$ cat config.mk
export PLATFORM = sky130hd
export DESIGN_NAME = tpd_top
export DESIGN_NICKNAME = d
export VERILOG_FILES = /design/src/rtl/tpd_pkg.sv /design/src/rtl/tpd_prescaler.sv /design/src/rtl/tpd_top.sv
export VERILOG_INCLUDE_DIRS = /design/src /design/src/rtl
export SDC_FILE = /design/constraint.sdc
export NUM_CORES = 1
export LEC_CHECK = 0
export BUFFER_PORTS_ARGS = -buffer_cell sky130_fd_sc_hd__buf_2
export CAP_MARGIN = 20
export CORE_ASPECT_RATIO = 1.75
export CORE_MARGIN = 2
export CORE_UTILIZATION = 30
export DETAILED_ROUTE_END_ITERATION = 8
export GPL_TIMING_DRIVEN = 0
export PLACE_DENSITY_LB_ADDON = 0.2
export SKIP_CTS_REPAIR_TIMING = 1
export SLEW_MARGIN = 20
export SYNTH_ARGS = -nofsm -noshare
export SYNTH_HDL_FRONTEND = slang
export SYNTH_SLANG_ARGS = --single-unit
$ cat constraint.sdc
create_clock -name i_clk_sys -period 12.3 [get_ports i_clk_sys]
set_input_delay 1.845 -clock i_clk_sys [delete_from_list [all_inputs] [get_ports i_clk_sys]]
set_output_delay 1.845 -clock i_clk_sys [all_outputs]
set_load 0.02 [all_outputs]
$ cat src/rtl/tpd_regs.svh
`ifndef TPD_REGS_SVH
`define TPD_REGS_SVH

// ----------------------------------------
// Register byte offsets
// ----------------------------------------
`define TPD_OFF_POWER 6'h00
`define TPD_OFF_PRESC 6'h04
`define TPD_OFF_CTRL 6'h08
`define TPD_OFF_CFG 6'h0c
`define TPD_OFF_MODE 6'h10
`define TPD_OFF_TRIG 6'h14
`define TPD_OFF_DATA_M 6'h18
`define TPD_OFF_DATA_P 6'h1c
`define TPD_OFF_DATA_Q 6'h20
`define TPD_OFF_CNT_M 6'h24
`define TPD_OFF_CNT_P 6'h28
`define TPD_OFF_CNT_Q 6'h2c
`define TPD_OFF_STATUS 6'h30
`define TPD_OFF_PORT 6'h34

// ----------------------------------------
// Field positions
// ----------------------------------------
`define TPD_PWR_UNIT 0
`define TPD_PWR_PRE 1
`define TPD_PRE_A 0
`define TPD_PRE_B 4
`define TPD_CTRL_OE 0
`define TPD_CTRL_LV 4
`define TPD_CFG_POL 8
`define TPD_MODE_CLKB 0
`define TPD_MODE_STINT 1
`define TPD_MODE_GRP 2
`define TPD_TRIG_START 0
`define TPD_TRIG_STOP 8
`define TPD_PORT_DATA 0
`define TPD_PORT_DIR 8

// ----------------------------------------
// Reset values and counts
// ----------------------------------------
`define TPD_RST_CFG 32'h0000_0000
`define TPD_RST_DATA 16'h0000
`define TPD_CNT_DUTY_EVT 16'h0001
`define TPD_CNT_ZERO 16'h0000
`define TPD_CNT_MAX 16'hffff

`endif

$ cat src/rtl/tpd_pkg.sv
package tpd_pkg;
  typedef enum logic [2:0] {
    TPD_IDLE = 3'b001,
    TPD_LOAD = 3'b010,
    TPD_RUN = 3'b100
  } tpd_phase_t;
  typedef logic [15:0] tpd_count_t;
endpackage : tpd_pkg

$ cat src/rtl/tpd_prescaler.sv
`timescale 1ns/1ps
`default_nettype none
module tpd_prescaler (
  // Clock and reset
  input wire logic i_clk_sys,
  input wire logic i_sys_rst,
  // Control
  input wire logic i_run,
  input wire logic [3:0] i_sel_a,
  input wire logic [3:0] i_sel_b,
  input wire logic i_use_b,
  // Count clock enable
  output logic o_tick
);
  logic [14:0] cnt;
  logic [14:0] next_cnt;
  logic [15:0] ones;
  logic next_tick;

  // Tick every 2**sel cycles: low bits of the counter all ones
  assign ones[0] = 1'b1;
  genvar g;
  generate
    for (g = 0; g < 15; g++) begin : g_ones
      assign ones[g+1] = ones[g] & cnt[g];
    end
  endgenerate

  always_comb begin
    next_cnt = i_run ? cnt + 15'h0001 : 15'h0000;
    next_tick = i_run & ones[i_use_b ? i_sel_b : i_sel_a];
  end

  always_ff @(posedge i_clk_sys or posedge i_sys_rst) begin
    if (i_sys_rst) begin
      cnt <= 15'h0000;
      o_tick <= 1'b0;
    end else begin
      cnt <= next_cnt;
      o_tick <= next_tick;
    end
  end
endmodule : tpd_prescaler
`default_nettype wire

$ cat src/rtl/tpd_top.sv
// The Avalon-MM slave port and the register addresses are this design's own decisions.
`timescale 1ns/1ps
`default_nettype none
`include "tpd_regs.svh"
module tpd_top
  import tpd_pkg::*;
(
  // Clock and reset
  input wire logic i_clk_sys,
  input wire logic i_sys_rst,
  // Avalon-MM slave
  input wire logic [5:0] i_avs_address,
  input wire logic i_avs_read,
  input wire logic i_avs_write,
  input wire logic [31:0] i_avs_writedata,
  input wire logic [3:0] i_avs_byteenable,
  output logic [31:0] o_avs_readdata,
  output logic o_avs_waitrequest,
  // Timer pins, channels 00/02/03 then 04/06/07
  output logic [5:0] o_pin_out,
  output logic [5:0] o_pin_oe,
  // Channel interrupts, one-cycle pulses
  output logic o_master_irq,
  output logic o_duty_irq,
  output logic o_deadtime_irq
);

  // ----------------------------------------
  // State
  // ----------------------------------------
  logic [1:0] pwr, next_pwr;
  logic [7:0] presc, next_presc;
  logic [2:0] oe, next_oe;
  logic [2:0] lv, next_lv;
  logic [31:0] cfg, next_cfg;
  logic [2:0] mode, next_mode;
  logic [5:0] port_data, next_port_data;
  logic [5:0] port_dir, next_port_dir;
  tpd_count_t dat_m, dat_p, dat_q, next_dat_m, next_dat_p, next_dat_q;
  tpd_count_t cnt_m, cnt_p, cnt_q, next_cnt_m, next_cnt_p, next_cnt_q;
  logic [2:0] en, next_en;
  tpd_phase_t ph_m, ph_p, next_ph_m, next_ph_p;
  logic up, next_up;
  logic run_q, next_run_q;
  logic pdn, next_pdn;
  logic [2:0] irq, next_irq;
  logic [5:0] next_pin_out;
  logic wait_q, next_wait;
  logic [31:0] next_rdata;

  // ----------------------------------------
  // Combinational helpers
  // ----------------------------------------
  logic pwr_on;
  logic tick;
  logic wr_acc;
  logic [31:0] wmask;
  logic [31:0] wval;
  logic [2:0] start;
  logic [2:0] stop;
  logic ev_m, ev_p, ev_q;
  logic wrap_m;
  logic [5:0] pin_timer;

  assign pwr_on = pwr[`TPD_PWR_UNIT] & pwr[`TPD_PWR_PRE];
  assign wr_acc = i_avs_write & ~wait_q;
  assign wmask = {{8{i_avs_byteenable[3]}}, {8{i_avs_byteenable[2]}},
                  {8{i_avs_byteenable[1]}}, {8{i_avs_byteenable[0]}}};

  function automatic logic [31:0] merge(input logic [31:0] old, input logic [31:0] wd,
                                        input logic [31:0] m);
    merge = (old & ~m) | (wd & m);
  endfunction : merge

  // Count clock stops with power off, so counters cannot move
  tpd_prescaler u_presc (
    .i_clk_sys(i_clk_sys),
    .i_sys_rst(i_sys_rst),
    .i_run(pwr_on),
    .i_sel_a(presc[`TPD_PRE_A +: 4]),
    .i_sel_b(presc[`TPD_PRE_B +: 4]),
    .i_use_b(mode[`TPD_MODE_CLKB]),
    .o_tick(tick)
  );

  // ----------------------------------------
  // Pin function per placement
  // ----------------------------------------
  genvar gi;
  generate
    for (gi = 0; gi < 6; gi++) begin : g_pin
      localparam logic IS_HIGH = (gi >= 3);
      // Timer level is ORed with port data, so port data must be 0
      assign pin_timer[gi] = (pwr_on && (mode[`TPD_MODE_GRP] == IS_HIGH)) ?
                             (lv[gi % 3] | port_data[gi]) : port_data[gi];
    end
  endgenerate

  // ----------------------------------------
  // Bus handshake: one wait cycle per access
  // ----------------------------------------
  always_comb begin
    next_wait = 1'b1;
    next_rdata = o_avs_readdata;
    if ((i_avs_read | i_avs_write) && wait_q) begin
      next_wait = 1'b0;
    end
    if (i_avs_read && wait_q) begin
      next_rdata = 32'h0000_0000;
      unique case (i_avs_address)
        `TPD_OFF_POWER: next_rdata[1:0] = pwr;
        `TPD_OFF_PRESC: next_rdata[7:0] = presc;
        `TPD_OFF_CTRL: begin
          next_rdata[`TPD_CTRL_OE +: 3] = oe;
          next_rdata[`TPD_CTRL_LV +: 3] = lv;
        end
        `TPD_OFF_CFG: next_rdata = cfg;
        `TPD_OFF_MODE: next_rdata[2:0] = mode;
        `TPD_OFF_TRIG: next_rdata[`TPD_TRIG_START +: 3] = en;
        `TPD_OFF_DATA_M: next_rdata[15:0] = dat_m;
        `TPD_OFF_DATA_P: next_rdata[15:0] = dat_p;
        `TPD_OFF_DATA_Q: next_rdata[15:0] = dat_q;
        `TPD_OFF_CNT_M: next_rdata[15:0] = cnt_m;
        `TPD_OFF_CNT_P: next_rdata[15:0] = cnt_p;
        `TPD_OFF_CNT_Q: next_rdata[15:0] = cnt_q;
        `TPD_OFF_STATUS: next_rdata[0] = up;
        `TPD_OFF_PORT: begin
          next_rdata[`TPD_PORT_DATA +: 6] = port_data;
          next_rdata[`TPD_PORT_DIR +: 6] = port_dir;
        end
        default: next_rdata = 32'h0000_0000;
      endcase
    end
  end

  always_ff @(posedge i_clk_sys or posedge i_sys_rst) begin
    if (i_sys_rst) begin
      wait_q <= 1'b1;
      o_avs_readdata <= 32'h0000_0000;
    end else begin
      wait_q <= next_wait;
      o_avs_readdata <= next_rdata;
    end
  end
  assign o_avs_waitrequest = wait_q;

  // ----------------------------------------
  // Registers, counters and outputs
  // ----------------------------------------
  always_comb begin
    next_pwr = pwr;
    next_presc = presc;
    next_oe = oe;
    next_lv = lv;
    next_cfg = cfg;
    next_mode = mode;
    next_port_data = port_data;
    next_port_dir = port_dir;
    next_dat_m = dat_m;
    next_dat_p = dat_p;
    next_dat_q = dat_q;
    next_cnt_m = cnt_m;
    next_cnt_p = cnt_p;
    next_cnt_q = cnt_q;
    next_en = en;
    next_ph_m = ph_m;
    next_ph_p = ph_p;
    next_up = up;
    next_run_q = run_q;
    next_pdn = pdn;
    start = 3'b000;
    stop = 3'b000;
    ev_m = 1'b0;
    ev_p = 1'b0;
    ev_q = 1'b0;
    wrap_m = 1'b0;
    wval = 32'h0000_0000;

    // Register writes
    if (wr_acc) begin
      unique case (i_avs_address)
        `TPD_OFF_POWER: begin
          wval = merge({30'h0, pwr}, i_avs_writedata, wmask);
          next_pwr = wval[1:0];
        end
        `TPD_OFF_PORT: begin
          wval = merge({18'h0, port_dir, 2'b00, port_data}, i_avs_writedata, wmask);
          next_port_data = wval[`TPD_PORT_DATA +: 6];
          next_port_dir = wval[`TPD_PORT_DIR +: 6];
        end
        default: begin
          if (pwr_on) begin
            unique case (i_avs_address)
              `TPD_OFF_PRESC: next_presc = 8'(merge({24'h0, presc}, i_avs_writedata, wmask));
              `TPD_OFF_CTRL: begin
                wval = merge({25'h0, lv, 1'b0, oe}, i_avs_writedata, wmask);
                next_oe = wval[`TPD_CTRL_OE +: 3];
                next_lv = wval[`TPD_CTRL_LV +: 3];
              end
              `TPD_OFF_CFG: next_cfg = merge(cfg, i_avs_writedata, wmask);
              `TPD_OFF_MODE: next_mode = 3'(merge({29'h0, mode}, i_avs_writedata, wmask));
              `TPD_OFF_TRIG: begin
                start = i_avs_writedata[`TPD_TRIG_START +: 3] &
                        {3{i_avs_byteenable[0]}};
                stop = i_avs_writedata[`TPD_TRIG_STOP +: 3] &
                       {3{i_avs_byteenable[1]}};
              end
              `TPD_OFF_DATA_M: next_dat_m = 16'(merge({16'h0, dat_m}, i_avs_writedata, wmask));
              `TPD_OFF_DATA_P: next_dat_p = 16'(merge({16'h0, dat_p}, i_avs_writedata, wmask));
              `TPD_OFF_DATA_Q: next_dat_q = 16'(merge({16'h0, dat_q}, i_avs_writedata, wmask));
              default: next_presc = presc;
            endcase
          end
        end
      endcase
    end

    // Master: interval down counter, carrier half periods
    if (en[0] && tick) begin
      unique case (ph_m)
        TPD_IDLE: next_ph_m = TPD_IDLE;
        TPD_LOAD: begin
          next_cnt_m = dat_m;
          next_ph_m = TPD_RUN;
          next_up = 1'b0;
          ev_m = mode[`TPD_MODE_STINT];
        end
        TPD_RUN: begin
          if (cnt_m == `TPD_CNT_ZERO) begin
            next_cnt_m = dat_m;
            ev_m = 1'b1;
            wrap_m = 1'b1;
            next_up = ~up;
          end else begin
            next_cnt_m = cnt_m - 16'h0001;
          end
        end
      endcase
    end

    // Duty channel follows master status
    if (en[1] && tick) begin
      unique case (ph_p)
        TPD_IDLE: next_ph_p = TPD_IDLE;
        TPD_LOAD: begin
          next_cnt_p = dat_p;
          next_ph_p = TPD_RUN;
        end
        TPD_RUN: begin
          if (wrap_m && up) begin
            next_cnt_p = dat_p;
          end else if (up) begin
            if (cnt_p != `TPD_CNT_MAX) next_cnt_p = cnt_p + 16'h0001;
          end else begin
            if (cnt_p != `TPD_CNT_ZERO) next_cnt_p = cnt_p - 16'h0001;
          end
          ev_p = (next_cnt_p == `TPD_CNT_DUTY_EVT) && (next_cnt_p != cnt_p);
        end
      endcase
      if (ev_p) next_pdn = ~up;
    end

    // Dead-time channel: one-count, retriggered by the duty event
    if (en[2]) begin
      if (irq[1]) begin
        next_cnt_q = dat_q;
        next_run_q = 1'b1;
      end else if (tick && run_q) begin
        if (cnt_q == `TPD_CNT_ZERO) begin
          ev_q = 1'b1;
          next_run_q = 1'b0;
        end else begin
          next_cnt_q = cnt_q - 16'h0001;
        end
      end
    end

    // Output levels, gated by output enable
    if (ev_m && oe[0]) next_lv[0] = ~lv[0];
    if (ev_p && up && oe[1]) next_lv[1] = cfg[`TPD_CFG_POL + 1];
    if (ev_p && !up && oe[2]) next_lv[2] = ~cfg[`TPD_CFG_POL + 2];
    if (ev_q && pdn) begin
      if (oe[1]) next_lv[1] = ~cfg[`TPD_CFG_POL + 1];
      if (oe[2]) next_lv[2] = cfg[`TPD_CFG_POL + 2];
    end

    // Start then stop; stop wins if both land together
    if (|start) begin
      next_en = next_en | start;
      if (start[0]) next_ph_m = TPD_LOAD;
      if (start[1]) next_ph_p = TPD_LOAD;
      if (start[2]) next_run_q = 1'b0;
    end
    if (|stop) begin
      next_en = next_en & ~stop;
      if (stop[0]) next_ph_m = TPD_IDLE;
      if (stop[1]) next_ph_p = TPD_IDLE;
      if (stop[2]) next_run_q = 1'b0;
    end

    // Power off returns every timer register to reset
    if (!pwr_on) begin
      next_presc = 8'h00;
      next_oe = 3'b000;
      next_lv = 3'b000;
      next_cfg = `TPD_RST_CFG;
      next_mode = 3'b000;
      next_dat_m = `TPD_RST_DATA;
      next_dat_p = `TPD_RST_DATA;
      next_dat_q = `TPD_RST_DATA;
      next_cnt_m = `TPD_CNT_ZERO;
      next_cnt_p = `TPD_CNT_ZERO;
      next_cnt_q = `TPD_CNT_ZERO;
      next_en = 3'b000;
      next_ph_m = TPD_IDLE;
      next_ph_p = TPD_IDLE;
      next_up = 1'b0;
      next_run_q = 1'b0;
      next_pdn = 1'b0;
    end

    next_irq = {ev_q, ev_p, ev_m};
    next_pin_out = pin_timer;
  end

  always_ff @(posedge i_clk_sys or posedge i_sys_rst) begin
    if (i_sys_rst) begin
      pwr <= 2'b00;
      presc <= 8'h00;
      oe <= 3'b000;
      lv <= 3'b000;
      cfg <= `TPD_RST_CFG;
      mode <= 3'b000;
      port_data <= 6'h00;
      port_dir <= 6'h00;
      dat_m <= `TPD_RST_DATA;
      dat_p <= `TPD_RST_DATA;
      dat_q <= `TPD_RST_DATA;
      cnt_m <= `TPD_CNT_ZERO;
      cnt_p <= `TPD_CNT_ZERO;
      cnt_q <= `TPD_CNT_ZERO;
      en <= 3'b000;
      ph_m <= TPD_IDLE;
      ph_p <= TPD_IDLE;
      up <= 1'b0;
      run_q <= 1'b0;
      pdn <= 1'b0;
      irq <= 3'b000;
      o_pin_out <= 6'h00;
      o_pin_oe <= 6'h00;
    end else begin
      pwr <= next_pwr;
      presc <= next_presc;
      oe <= next_oe;
      lv <= next_lv;
      cfg <= next_cfg;
      mode <= next_mode;
      port_data <= next_port_data;
      port_dir <= next_port_dir;
      dat_m <= next_dat_m;
      dat_p <= next_dat_p;
      dat_q <= next_dat_q;
      cnt_m <= next_cnt_m;
      cnt_p <= next_cnt_p;
      cnt_q <= next_cnt_q;
      en <= next_en;
      ph_m <= next_ph_m;
      ph_p <= next_ph_p;
      up <= next_up;
      run_q <= next_run_q;
      pdn <= next_pdn;
      irq <= next_irq;
      o_pin_out <= next_pin_out;
      o_pin_oe <= next_port_dir;
    end
  end

  assign o_master_irq = irq[0];
  assign o_duty_irq = irq[1];
  assign o_deadtime_irq = irq[2];

endmodule : tpd_top
`default_nettype wire

==> summary.md <==
| Metric | Value |
|---|---|
| Worst-Margin Slew | `1.13 ns` |
| Die Height | `276 µm` |
| Area grow syn2layout | `16.4%` |
| Minimum hold slack | `0.477 ns` |
| First element of the critical path | `i_avs_address[1]` |
| Residual DRC | `0` |
| Tcrit/Tclk final | `38.9%` |
| DRT iter0 DRCs | `928` |
| Core area | `0.0417 mm²` |
| Maxcap violations | `0` |
| Sink Count | `229` |
| Setup_tns | `0 ns` |
| Slowest-stage cell, CP | `nor3_1` |
| Clock H-tree levels | `1` |
| Leakage power | `0.00609 µW` |
| Post-route ant nets | `0` |
| Source of the worst register-to-register timing path | `cnt_p[0]` |
| WP data arrival | `5.25 ns` |
| Synth warnings | `0` |
| Skew-Pair Late Insertion Delay | `0.57 ns` |
| Outcome | `finished clean` |
| Peak supply drop | `0.0000949 V` |
| DR vias/cell | `5.78` |
| Total power per unit cell area | `111 mW/mm²` |
| WS Path Type | `input pin to flop` |
| TritonCTS Buffers | `25` |
| Initial antenna violation count | `0` |
| Final core utilization | `35.4%` |
| Synth cell types | `79` |
| Die area | `0.0441 mm²` |
| Ys flop type | `dfrtp_1` |
| Crit path time final | `4.78 ns` |
| WL final | `55800 µm` |
| Crit path top cell by count | `nor3_1` |
| Row cnt | `99` |
| Starting density of the core | `30.4%` |
| Syn nets | `1506` |
| Ys async rst share | `100%` |
| Synth top area share | `44.5%` |
| Crit-path cells | `buf_2, or4_1, nor3_1, nor3b_2, and2_0, clkbuf_1, buf_1, nand3_1, nand2_1, nor3_1` |
| DRT Pass-1 Iters | `8` |
| Vias after detailed routing | `12.4k` |
| Dpl hpwl | `42600 µm` |
| Min-delay src | `o_avs_readdata[10]` |
| Worst-path clk slew | `0.06 ns` |
| Startpoint types | `input pin` |
| DP Area | `0.0139 mm²` |
| CTS tree | `done` |
| Die X | `160 µm` |
| Hold Crit Depth | `1` |
| Fin area | `0.0148 mm²` |
| Flop and latch count out of synthesis | `229` |
| CP max FO | `10` |
| Share of post-route cells with drive strength above 1 | `12.0%` |
| Largest net degree at the start of global routing | `101` |
| Worst path max stage delay | `0.89 ns` |
| Mapped cell area | `0.0127 mm²` |
| Crit. End Element | `flop` |
| Worst min-delay path class | `flop to flop` |
| Diode count | `0` |
| Final Hold Viols | `0` |
| # IOs | `94` |
| Slew Limit Fails | `0` |
| Final setup fails | `0` |
| Layout Nets | `1625` |
| Synth Instances | `1453` |
| Vias in the first global route | `12.5k` |
| Worst rel slew slack | `24.2%` |
| Cell taking the most area after synthesis | `dfrtp_1` |
| Synth Area per Inst | `8.74 µm²` |
| Wirelength per Cell | `26.0 µm` |
| Clock Tree Buf Depth | `3` |
| Reg2reg path depth | `12` |
| RSZ-0062 raised after global routing | `false` |
| IO Port Bufs | `90` |
| Worst Skew | `0.0154 ns` |
| Root buffer cell | `clkbuf_16` |
| Gpl congestion | `0.945` |
| Sequential area share after synthesis | `45.2%` |
| First-pass GRT wire length | `82500 µm` |
| Total GRT Usage | `24.9%` |
| EDFF count, synth | `0` |
| Fmax | `209 MHz` |
| Largest cells by area after synthesis | `dfrtp_1, nand2_1, a21oi_1` |
| Total gr overflow | `0` |
| Req. time, crit path | `12.77 ns` |
==> sequential cells by signal, indices dropped and copies added, names as in the netlist, 6 cells and up, named ones only <==
register,flops
o_avs_readdata,32
o_pin_out,6
u_presc.cnt,15
cnt_q,16
cnt_m,16
presc,8
dat_q,16
cnt_p,16
dat_p,16
cfg,32
dat_m,16
==> cell usage after synthesis, drive strengths merged, types with 17 or more instances <==
library cell and n:
dfrtp 226, a22o 27, nor4 17, a221oi 18, clkbuf 88, o21ai 107
inv 24, nor2 113, a21o 22, a21oi 121, xnor2 22, mux2i 31
nand4 18, nand3 94, nand2 207, a22oi 48, nor3 41
==> critical path, delay by kind of cell <==
| kind | cells | cell delay (ns) |
|---|---|---|
| AND/OR/NAND/NOR | 7 | 2.91 |
| buffers and inverters | 3 | 0.49 |
==> cells in the final DEF, fill, tap and decap left out, drive strengths merged, types with 11 or more instances in the layout <==
master  netlist  final
nand2       207    207
and3         11     11
nand3        94     94
buf          15    107
nor2        113    113
xor2         13     13
a22o         27     27
nor4         17     17
a21oi       121    121
a31oi        15     15
mux2         16     16
inv          24     25
clkbuf       88    124
nor3         41     41
dfrtp       226    226
a21o         22     22
nor3b        11     11
a221oi       18     18
o21ai       107    107
nand4        18     18
xnor2        22     22
mux2i        31     31
a211oi       11     11
a22oi        48     48
==> power by group <==
group          total [µW]  switching, µW  internal [µW]  leakage (µW)
Sequential            761           3.85            757       0.00319
Clock                 816            345            471      0.000419
Combinational        70.7           55.5           15.1       0.00249
==> metal layers <==
layer / GRT usage (%) / part of all wire [%]
met1: 25.9 / 34
met2: 45.0 / 52
met3: 2.97 / 5.0
met4: 19.7 / 9.2
met5: 0 / 0
==> area by class of cell <==
class,instances,area (µm²)
clock inverters,10,145
multi-input cells,1097,6490
inverters,24,97.6
fillers,4354,27000
flip-flops and latches,229,5730
well taps,555,694
plain buffers,103,398
clock buffers,36,717
repair buffers,92,505
==> path summary, 6_finish.rpt <==
path	endpoint	slack, ns
worst min-delay path	o_avs_readdata[10]	0.48
worst max register to register	lv[1]	8.21
worst min register to register	o_avs_readdata[10]	0.48
worst max-delay path	ph_m[2]	7.52
max in group asynchronous	ph_m[2]	9.66
min in group asynchronous	o_avs_readdata[12]	1.30
==> cells by family after synthesis <==
family	synth area share [%]
multiplexers	3.86
AO/OA/AOI/OAI	22.2
flip-flops	45.2
XOR/XNOR	2.41
adder cells (fa/ha/maj)	0.690
buffers and inverters	3.84
AND/OR/NAND/NOR	21.8
==> through the flow <==
step / setup slack, ns / std cells / total power, µW
3_3_place_gp: 1.08 / 2098 / 844
3_5_place_dp: 6.98 / 2100 / 846
6_report: 7.52 / 2146 / 1650
2_1_floorplan: 4.18 / 1453 / 806
5_1_grt: 7.38 / 2146 / 1700
4_1_cts: 7.56 / 2146 / 1660
Note: power is estimated with default switching activity, not from simulation.
